<file path="src/include/framer_pkg.sv">
// constants, types and timing for the host serial string framer
// assumes one 100 MHz core clock and synchronous host pins
// What this block does
// power-up starts in offline command mode
// online on link up; leave on escape/disconnect/loss
// host characters are 8N1
// baud selectable 9600 to 115200
// baud defaults to 19200 after reset
// guarded +++ switches online to offline
// online accepts all byte values as payload
// no echo to host in online mode
// online 14 ms idle closes and sends string
// online string closes at 47 characters
// radio data reaches host unchanged
// offline carriage return closes command string
// offline 30 s idle closes command string
// offline command closes at 23 characters
// offline echo only when echo setting is 1
// rxd, txd plus rts/cts flow control pair
// cts low accepts data, high refuses it
// no transmit to host while rts high
// store 17 more characters after flow control
// escape flushes radio side, replies OK CR LF
// non-plus inside escape cancels, data kept
// completed escape pluses never sent by radio
package framer_pkg;
    localparam int unsigned CLK_HZ        = 100_000_000;
    localparam int unsigned DATA_BITS     = 8;
    localparam int unsigned FRAME_BITS    = DATA_BITS + 2;
    localparam int unsigned STR_IDLE_US   = 14_000;
    localparam int unsigned STR_IDLE_CYC  = STR_IDLE_US * (CLK_HZ / 1_000_000);
    localparam int unsigned GUARD_MS      = 1000;
    localparam int unsigned GUARD_CYC     = GUARD_MS * (CLK_HZ / 1000);
    localparam int unsigned CMD_IDLE_S    = 30;
    localparam longint unsigned CMD_IDLE_CYC = 64'(CMD_IDLE_S) * 64'(CLK_HZ);
    localparam int unsigned ONLINE_MAX    = 47;
    localparam int unsigned OFFLINE_MAX   = 23;
    localparam int unsigned FC_HEADROOM   = 17;
    localparam int unsigned FIFO_DEPTH_DEF = 64;
    localparam logic [7:0]  CHAR_PLUS     = 8'h2B;
    localparam logic [7:0]  CHAR_CR       = 8'h0D;
    localparam logic [7:0]  CHAR_LF       = 8'h0A;
    localparam logic [7:0]  CHAR_O        = 8'h4F;
    localparam logic [7:0]  CHAR_K        = 8'h4B;
    localparam logic [2:0]  ESC_PLUSES    = 3'h3;
    localparam logic [2:0]  OK_LEN        = 3'h4;

    typedef enum logic [2:0] {
        BAUD_9600, BAUD_19200, BAUD_38400, BAUD_57600, BAUD_115200
    } baud_sel_t;

    typedef struct packed {
        logic       cmd;
        logic       last;
        logic [7:0] data;
    } str_beat_t;

    function automatic logic [15:0] baud_div(input baud_sel_t s);
        unique case (s)
            BAUD_9600:   baud_div = 16'(CLK_HZ / 9600);
            BAUD_19200:  baud_div = 16'(CLK_HZ / 19200);
            BAUD_38400:  baud_div = 16'(CLK_HZ / 38400);
            BAUD_57600:  baud_div = 16'(CLK_HZ / 57600);
            BAUD_115200: baud_div = 16'(CLK_HZ / 115200);
            default:     baud_div = 16'(CLK_HZ / 19200);
        endcase
    endfunction : baud_div

    function automatic logic [7:0] ok_char(input logic [2:0] i);
        unique case (i)
            3'h0:    ok_char = CHAR_O;
            3'h1:    ok_char = CHAR_K;
            3'h2:    ok_char = CHAR_CR;
            default: ok_char = CHAR_LF;
        endcase
    endfunction : ok_char
endpackage : framer_pkg

</file>
<file path="src/core/host_serial_string_framer.sv">
// host uart framer: strings to radio, radio data and replies to host
// assumes pins synchronous to ref_clk and a radio side with valid/ready
`timescale 1ns/1ps
module host_serial_string_framer import framer_pkg::*; #(
    parameter int unsigned FIFO_DEPTH   = FIFO_DEPTH_DEF,
    parameter logic [31:0] STR_IDLE_P   = 32'(STR_IDLE_CYC),
    parameter logic [31:0] GUARD_P      = 32'(GUARD_CYC),
    parameter logic [31:0] CMD_IDLE_P   = 32'(CMD_IDLE_CYC)
) (
    input  wire logic       ref_clk,
    input  wire logic       rst,
    input  wire logic       host_rxd,
    output logic            host_txd_ff,
    input  wire logic       rts_n,
    output logic            cts_n_ff,
    input  wire logic [2:0] baud_sel,
    input  wire logic       baud_wr,
    input  wire logic       echo_setting,
    input  wire logic       link_up,
    input  wire logic       remote_disc,
    output logic            online_ff,
    output logic            flush_ff,
    output str_beat_t       str_ff,
    output logic            str_valid_ff,
    input  wire logic       str_ready,
    input  wire logic [7:0] dl_data,
    input  wire logic       dl_valid,
    output logic            dl_ready_ff
);
    localparam int unsigned PW = $clog2(FIFO_DEPTH);

    typedef enum logic [1:0] {RX_IDLE, RX_START, RX_DATA, RX_STOP} rx_st_t;

    baud_sel_t   baud_ff;
    logic [15:0] div;
    rx_st_t      rx_st_ff;
    logic [15:0] rx_cnt_ff;
    logic [3:0]  rx_bit_ff;
    logic [7:0]  rx_sh_ff;
    logic        rx_done_ff;
    logic [31:0] idle_ff;
    logic [7:0]  mem [FIFO_DEPTH];
    logic [PW:0] wr_ff;
    logic [PW:0] rd_ff;
    logic [PW:0] count;
    logic [6:0]  str_len_ff;
    logic [6:0]  drain_ff;
    logic        kind_ff;
    logic [2:0]  esc_cnt_ff;
    logic        link_q_ff;
    logic        wr_en;
    logic [6:0]  len_nxt;
    logic        close_now;
    logic        esc_hit;
    logic        quiet_ff;
    logic        load;
    logic [9:0]  tx_sh_ff;
    logic [3:0]  tx_bits_ff;
    logic [15:0] tx_cnt_ff;
    logic [2:0]  ok_idx_ff;
    logic        echo_pend_ff;
    logic [7:0]  echo_byte_ff;
    logic        tx_start;

    // baud selection, reset default 19200
    always_ff @(posedge ref_clk or posedge rst) begin
        if (rst) begin
            baud_ff <= BAUD_19200;
        end else if (baud_wr && baud_sel <= 3'(BAUD_115200)) begin
            baud_ff <= baud_sel_t'(baud_sel);
        end
    end
    assign div = baud_div(baud_ff);

    // receiver, 8 data bits, no parity, one stop bit
    always_ff @(posedge ref_clk or posedge rst) begin
        if (rst) begin
            rx_st_ff   <= RX_IDLE;
            rx_cnt_ff  <= 16'h0000;
            rx_bit_ff  <= 4'h0;
            rx_sh_ff   <= 8'h00;
            rx_done_ff <= 1'b0;
        end else begin
            rx_done_ff <= 1'b0;
            unique case (rx_st_ff)
                RX_IDLE: begin
                    if (!host_rxd) begin
                        rx_st_ff  <= RX_START;
                        rx_cnt_ff <= div >> 1;
                    end
                end
                RX_START: begin
                    if (rx_cnt_ff != 16'h0000) begin
                        rx_cnt_ff <= rx_cnt_ff - 16'h0001;
                    end else begin
                        rx_st_ff  <= host_rxd ? RX_IDLE : RX_DATA;
                        rx_cnt_ff <= div - 16'h0001;
                        rx_bit_ff <= 4'h0;
                    end
                end
                RX_DATA: begin
                    if (rx_cnt_ff != 16'h0000) begin
                        rx_cnt_ff <= rx_cnt_ff - 16'h0001;
                    end else begin
                        rx_sh_ff  <= {host_rxd, rx_sh_ff[7:1]};
                        rx_cnt_ff <= div - 16'h0001;
                        rx_bit_ff <= rx_bit_ff + 4'h1;
                        if (rx_bit_ff == 4'(DATA_BITS - 1)) begin
                            rx_st_ff <= RX_STOP;
                        end
                    end
                end
                RX_STOP: begin
                    if (rx_cnt_ff != 16'h0000) begin
                        rx_cnt_ff <= rx_cnt_ff - 16'h0001;
                    end else begin
                        rx_st_ff   <= RX_IDLE;
                        rx_done_ff <= host_rxd;
                    end
                end
            endcase
        end
    end

    // cycles of line silence since the last host character
    always_ff @(posedge ref_clk or posedge rst) begin
        if (rst) begin
            idle_ff <= 32'h0000_0000;
        end else if (rx_done_ff || rx_st_ff != RX_IDLE) begin
            idle_ff <= 32'h0000_0000;
        end else if (idle_ff != 32'hFFFF_FFFF) begin
            idle_ff <= idle_ff + 32'h0000_0001;
        end
    end

    // silence seen before the start bit of this character
    always_ff @(posedge ref_clk or posedge rst) begin
        if (rst) begin
            quiet_ff <= 1'b0;
        end else if (rx_st_ff == RX_IDLE && !host_rxd) begin
            quiet_ff <= idle_ff >= GUARD_P;
        end
    end

    // string close and escape decisions
    assign count   = wr_ff - rd_ff;
    assign esc_hit = online_ff && esc_cnt_ff == ESC_PLUSES && idle_ff >= GUARD_P && !rx_done_ff;
    assign wr_en   = rx_done_ff && count != (PW + 1)'(FIFO_DEPTH);
    assign len_nxt = str_len_ff + 7'(wr_en);
    always_comb begin
        if (online_ff) begin
            close_now = (wr_en && len_nxt == 7'(ONLINE_MAX))
                || (!rx_done_ff && idle_ff == STR_IDLE_P && str_len_ff != 7'h00
                    && esc_cnt_ff == 3'h0);
        end else begin
            close_now = (wr_en && (rx_sh_ff == CHAR_CR
                || len_nxt == 7'(OFFLINE_MAX)))
                || (!rx_done_ff && idle_ff == CMD_IDLE_P && str_len_ff != 7'h00);
        end
    end
    assign load = drain_ff != 7'h00 && (!str_valid_ff || str_ready);

    // storage of host characters
    always_ff @(posedge ref_clk) begin
        if (wr_en) begin
            mem[wr_ff[PW-1:0]] <= rx_sh_ff;
        end
    end
    always_ff @(posedge ref_clk or posedge rst) begin
        if (rst) begin
            wr_ff <= '0;
        end else if (wr_en) begin
            wr_ff <= wr_ff + 1'b1;
        end
    end

    // escape detector
    always_ff @(posedge ref_clk or posedge rst) begin
        if (rst) begin
            esc_cnt_ff <= 3'h0;
        end else if (!online_ff || esc_hit) begin
            esc_cnt_ff <= 3'h0;
        end else if (rx_done_ff) begin
            if (rx_sh_ff != CHAR_PLUS || esc_cnt_ff == ESC_PLUSES) begin
                esc_cnt_ff <= 3'h0;
            end else if (esc_cnt_ff != 3'h0) begin
                esc_cnt_ff <= esc_cnt_ff + 3'h1;
            end else if (quiet_ff && str_len_ff == 7'h00) begin
                esc_cnt_ff <= 3'h1;
            end
        end
    end

    // string accounting and stream toward the radio
    always_ff @(posedge ref_clk or posedge rst) begin
        if (rst) begin
            str_len_ff   <= 7'h00;
            drain_ff     <= 7'h00;
            kind_ff      <= 1'b1;
            rd_ff        <= '0;
            str_ff       <= '0;
            str_valid_ff <= 1'b0;
        end else if (esc_hit) begin
            str_len_ff   <= 7'h00;
            drain_ff     <= 7'h00;
            rd_ff        <= wr_ff;
            str_valid_ff <= 1'b0;
        end else begin
            str_len_ff <= close_now ? 7'h00 : len_nxt;
            drain_ff   <= drain_ff + (close_now ? len_nxt : 7'h00) - 7'(load);
            if (close_now) begin
                kind_ff <= !online_ff;
            end
            if (load) begin
                str_ff.data  <= mem[rd_ff[PW-1:0]];
                str_ff.last  <= drain_ff == 7'h01;
                str_ff.cmd   <= kind_ff;
                str_valid_ff <= 1'b1;
                rd_ff        <= rd_ff + 1'b1;
            end else if (str_ready) begin
                str_valid_ff <= 1'b0;
            end
        end
    end

    // flow control toward the host
    always_ff @(posedge ref_clk or posedge rst) begin
        if (rst) begin
            cts_n_ff <= 1'b0;
        end else begin
            cts_n_ff <= close_now || drain_ff != 7'h00
                || count >= (PW + 1)'(FIFO_DEPTH - FC_HEADROOM);
        end
    end

    // mode control
    always_ff @(posedge ref_clk or posedge rst) begin
        if (rst) begin
            online_ff <= 1'b0;
            link_q_ff <= 1'b0;
            flush_ff  <= 1'b0;
        end else begin
            link_q_ff <= link_up;
            flush_ff  <= esc_hit;
            if (esc_hit || remote_disc || !link_up) begin
                online_ff <= 1'b0;
            end else if (link_up && !link_q_ff) begin
                online_ff <= 1'b1;
            end
        end
    end

    // transmitter: OK reply, then echo, then radio data
    assign tx_start = tx_bits_ff == 4'h0 && !rts_n;
    always_ff @(posedge ref_clk or posedge rst) begin
        if (rst) begin
            tx_sh_ff     <= 10'h3FF;
            tx_bits_ff   <= 4'h0;
            tx_cnt_ff    <= 16'h0000;
            ok_idx_ff    <= OK_LEN;
            echo_pend_ff <= 1'b0;
            echo_byte_ff <= 8'h00;
            dl_ready_ff  <= 1'b0;
            host_txd_ff  <= 1'b1;
        end else begin
            dl_ready_ff <= 1'b0;
            if (!online_ff && rx_done_ff && echo_setting) begin
                echo_pend_ff <= 1'b1;
                echo_byte_ff <= rx_sh_ff;
            end
            if (esc_hit) begin
                ok_idx_ff <= 3'h0;
            end
            if (tx_bits_ff != 4'h0) begin
                if (tx_cnt_ff != 16'h0000) begin
                    tx_cnt_ff <= tx_cnt_ff - 16'h0001;
                end else begin
                    host_txd_ff <= tx_sh_ff[0];
                    tx_sh_ff    <= {1'b1, tx_sh_ff[9:1]};
                    tx_bits_ff  <= tx_bits_ff - 4'h1;
                    tx_cnt_ff   <= div - 16'h0001;
                end
            end else if (tx_start && !esc_hit) begin
                tx_cnt_ff <= 16'h0000;
                if (ok_idx_ff != OK_LEN) begin
                    tx_sh_ff   <= {1'b1, ok_char(ok_idx_ff), 1'b0};
                    tx_bits_ff <= 4'(FRAME_BITS + 1);
                    ok_idx_ff  <= ok_idx_ff + 3'h1;
                end else if (echo_pend_ff && !(rx_done_ff && echo_setting && !online_ff)) begin
                    tx_sh_ff     <= {1'b1, echo_byte_ff, 1'b0};
                    tx_bits_ff   <= 4'(FRAME_BITS + 1);
                    echo_pend_ff <= 1'b0;
                end else if (dl_ready_ff && dl_valid) begin
                    tx_sh_ff   <= {1'b1, dl_data, 1'b0};
                    tx_bits_ff <= 4'(FRAME_BITS + 1); // full stop bit
                end else begin
                    dl_ready_ff <= online_ff && !echo_pend_ff && !dl_ready_ff;
                end
            end
        end
    end
endmodule : host_serial_string_framer

</file>
<file path="config.mk">
export PLATFORM = sky130hd
export DESIGN_NAME = host_serial_string_framer
export DESIGN_NICKNAME = d
export VERILOG_FILES = /design/src/include/framer_pkg.sv /design/src/core/host_serial_string_framer.sv
export SDC_FILE = /design/constraint.sdc
export NUM_CORES = 1
export LEC_CHECK = 0
export ABC_AREA = 0
export BUFFER_PORTS_ARGS = -buffer_cell sky130_fd_sc_hd__buf_2
export CORE_ASPECT_RATIO = 1.1
export CORE_UTILIZATION = 50
export DETAILED_ROUTE_END_ITERATION = 8
export GPL_ROUTABILITY_DRIVEN = 0
export MAX_ROUTING_LAYER = met4
export PLACE_DENSITY = 0.66
export SLEW_MARGIN = 20
export SYNTH_ARGS = -nofsm -noshare
export SYNTH_HDL_FRONTEND = slang
export SYNTH_SLANG_ARGS = --single-unit
</file>
<file path="constraint.sdc">
create_clock -name ref_clk -period 9.6 [get_ports ref_clk]
set_clock_uncertainty 0.15 [all_clocks]
set_input_delay 2.88 -clock ref_clk [delete_from_list [all_inputs] [get_ports ref_clk]]
set_output_delay 2.88 -clock ref_clk [all_outputs]
set_load 0.005 [all_outputs]
</file>
==> results_dict.tcl <==
set metrics [dict create \
    r2r_start "rd_ff[2]" \
    cts_setup_buffers 0 \
    syn_avg_cell_area_um2 15.5 \
    tightestPinTransition_ns 1.07 \
    start_util_pct 50.6 \
    combPwrFrac_pct 16.7 \
    swShare_pct 26.5 \
    final_area_um2 32300 \
    io_pins 37 \
    dr_total_vias 16400 \
    insertion_delay_ns 0.62 \
    maxUsedRoutingLayer "met4" \
    cts_tree "built" \
    endpoint "drain_ff[6]" \
    grt_usage_pct 23.0 \
    max-vdd-ir-drop_uv 151 \
    via_per_inst 6.03 \
    drt-met1-wl_um 27400 \
    htree_num_levels 3 \
    synth_seq_cells 669 \
    drt-initial-drc-count 1596 \
    drt_first_pass_iters 5 \
    drive_above_1_share_pct 19.9 \
    maxCapViolCount 0 \
    critPathArrivalTime_ns 8.17 \
    clock-sinks 669 \
    p_seq_share_pct 44.5 \
    crit_start "rd_ff[2]" \
    ys_warn_count 0 \
    slowest_stage "a32oi_1" \
    p_per_area_nw_per_um2 222 \
    first_global_vias 16400 \
    status "finished clean" \
    synthToLayoutAreaGrowth_pct 11.5 \
    end_kind "flip-flop" \
    worstPathMaxFanout 35 \
    core_um2 57200 \
    drc 0 \
    met3WireLength_um 3990 \
    holdBufCountCts 0 \
    period_share_pct 81.8 \
    wl_um 63500 \
    intPower_w 0.00526 \
    root_buffer "clkbuf_16" \
    min_path_type "reg2reg" \
    setup_tns_ns 0 \
    cp-start-kind "flip-flop" \
    async_flop_share_pct 23.5 \
    max_clock_freq_mhz 127 \
    drv_slew 0 \
    antenna_cells 0 \
    yosys.area.top_type "edfxtp_1" \
    regToRegSetupSlack_ns 1.75 \
    synth_cell_types 79 \
    die_width_um 231 \
    wl_met2_um 30700 \
    routedWlPerCell_um 23.4 \
    ys_seq_area_share_pct 66.7 \
    final_common_cell "edfxtp_1" \
    grt_max_degree 100 \
    finalPower_w 0.00715 \
    place_area_um2 29900 \
    cts-buffers-inserted 70 \
    max_stage_delay_ns 0.50 \
    nNetsFinal 1967 \
    rsz0062_at_grt "no" \
    rows 92 \
    setup_viol 0 \
    ctsResizeCount 0 \
    cellLeakagePower_nw 9.90 \
    antenna_found_initial 0 \
    mostFrequentLayoutCells "edfxtp_1 (512), nor2_1 (176), mux4_2 (162), dfrtp_1 (134), nand2_1 (118)" \
    syn_area_um2 29000 \
    crit_type "reg2reg" \
    worstReg2RegEnd "drain_ff[6]" \
    fin_util_pct 56.4 \
    antenna_left 0 \
    clk_path_buf_depth 3 \
    finalHoldViolCount 0 \
    min_period_ns 7.85 \
    synth_ff_type "edfxtp_1" \
    fillers 4371 \
    clkPwrFrac_pct 38.7 \
    required_ns 9.91 \
    clk_pin_slew_worst_paths_ns 0.06 \
    syn_nets 1931 \
    port_buffers 36 \
    slew_headroom_pct 28.7 \
    synth_edf_count 512 \
    dpl.hpwl_um 38500 \
    synth_area_leaders "edfxtp_1 (53%), mux4_2 (13%), dfrtp_1 (12%)" \
    path_common_cell "ha_1" \
    p_switching_w 0.00189 \
    holdWs_ns 0.309 \
    die_h_um 254 \
    synth_cells 1866 \
    grt.overflow.total 0 \
    die_area_um2 58900 \
    synth_top_area_share_pct 53.1 \
    grt_pass1_wl_um 98700 \
    ff2ff_path_depth 31 \
]
-- power by group through the flow --
stage | registers, W | clock network [W] | logic (W)
floorplan | 0.00322 | 0 | 0.000939
global placement | 0.00324 | 0 | 0.00120
detailed placement | 0.00324 | 0 | 0.00122
CTS | 0.00318 | 0.00282 | 0.00122
global route | 0.00319 | 0.00293 | 0.00130
finish | 0.00319 | 0.00277 | 0.00120
-- cells by family (layout without fill, tap and decap cells) --
family | after synthesis | count (layout) | synth area share (%)
compound gates | 230 | 230 | 4.78
xor+xnor | 59 | 59 | 1.78
fa+ha+maj | 44 | 44 | 1.95
buf+inv | 150 | 244 | 2.01
flops | 669 | 669 | 66.7
mux | 201 | 201 | 14.0
simple gates | 513 | 513 | 8.71
-- critical path: cells and delay by family (launching register included) --
| kind | cells | cell delay, ns |
|---|---|---|
| AOI/OAI and AO/OA | 12 | 3.11 |
| muxes | 2 | 0.28 |
| DFF | 1 | 0.32 |
| buffers and inverters | 5 | 0.99 |
| adders and majority gates | 6 | 1.73 |
| xor gates and xnor gates | 1 | 0.33 |
| and+or+nand+nor | 5 | 0.76 |
-- per-layer routing --
| layer | vias to the layer above | GRT usage, % |
|---|---|---|
| met5 | - | - |
| met2 | 549 | 35.7 |
| met4 | 0 | 7.21 |
| met1 | 8424 | 31.4 |
| li1 | 7283 | - |
| met3 | 109 | 3.76 |
-- per-stage QoR --
step           worst slack (ns)  std cells
6_report                   1.75       2712
5_1_grt                    1.20       2712
4_1_cts                    1.94       2711
3_5_place_dp               2.00       2581
3_3_place_gp               2.44       2581
2_1_floorplan              2.36       1866
-- flip-flops by register name, indices dropped and copies added, names as in the netlist, 4 cells and up, named ones only --
| signal | cells |
|---|---|
| tx_cnt_ff | 16 |
| idle_ff | 32 |
| str_ff | 10 |
| rx_sh_ff | 8 |
| mem | 512 |
| rd_ff | 7 |
| drain_ff | 7 |
| wr_ff | 7 |
| tx_bits_ff | 4 |
| tx_sh_ff | 9 |
| rx_bit_ff | 4 |
| echo_byte_ff | 8 |
| rx_cnt_ff | 16 |
| str_len_ff | 7 |
-- worst min path at each step --
stage                           start           to  slack [ns]  cells after the start
after floorplan           tx_sh_ff[0]  tx_sh_ff[0]        0.28                      2
after global placement    tx_sh_ff[0]  tx_sh_ff[0]        0.29                      2
after detailed placement  tx_sh_ff[0]  tx_sh_ff[0]        0.30                      2
after CTS                 tx_sh_ff[0]  tx_sh_ff[0]        0.31                      2
after global routing      dl_ready_ff  dl_ready_ff        0.34                      1
final                     tx_sh_ff[0]  tx_sh_ff[0]        0.31                      2
-- cells in the mapped netlist, types with 9 or more instances --
master	instances
a21oi_1	60
a31oi_1	11
and2_1	11
and3_1	16
buf_1	20
clkbuf_1	69
dfrtp_1	144
dfstp_2	13
edfxtp_1	512
ha_1	42
inv_1	53
mux2_2	20
mux2i_1	19
mux4_2	162
nand2_1	118
nand2b_1	11
nand3_1	24
nand3b_1	9
nand4_1	24
nor2_1	176
nor2b_1	14
nor3_1	34
nor4_1	14
o21ai_0	78
o21ai_1	11
or3_1	16
or4_1	10
xnor2_1	27
xor2_1	32
-- layout make-up --
class / instances / area, µm² / area share (%)
clock buffers: 84 / 1830 / 5.68
multi-input cells: 1047 / 9050 / 28.0
well taps: 752 / 941 / 2.91
inverters: 57 / 219 / 0.678
repair buffers: 57 / 342 / 1.06
clock inverters: 46 / 554 / 1.72
flip-flops and latches: 669 / 19300 / 59.9
(Power assumes the default switching activity.)
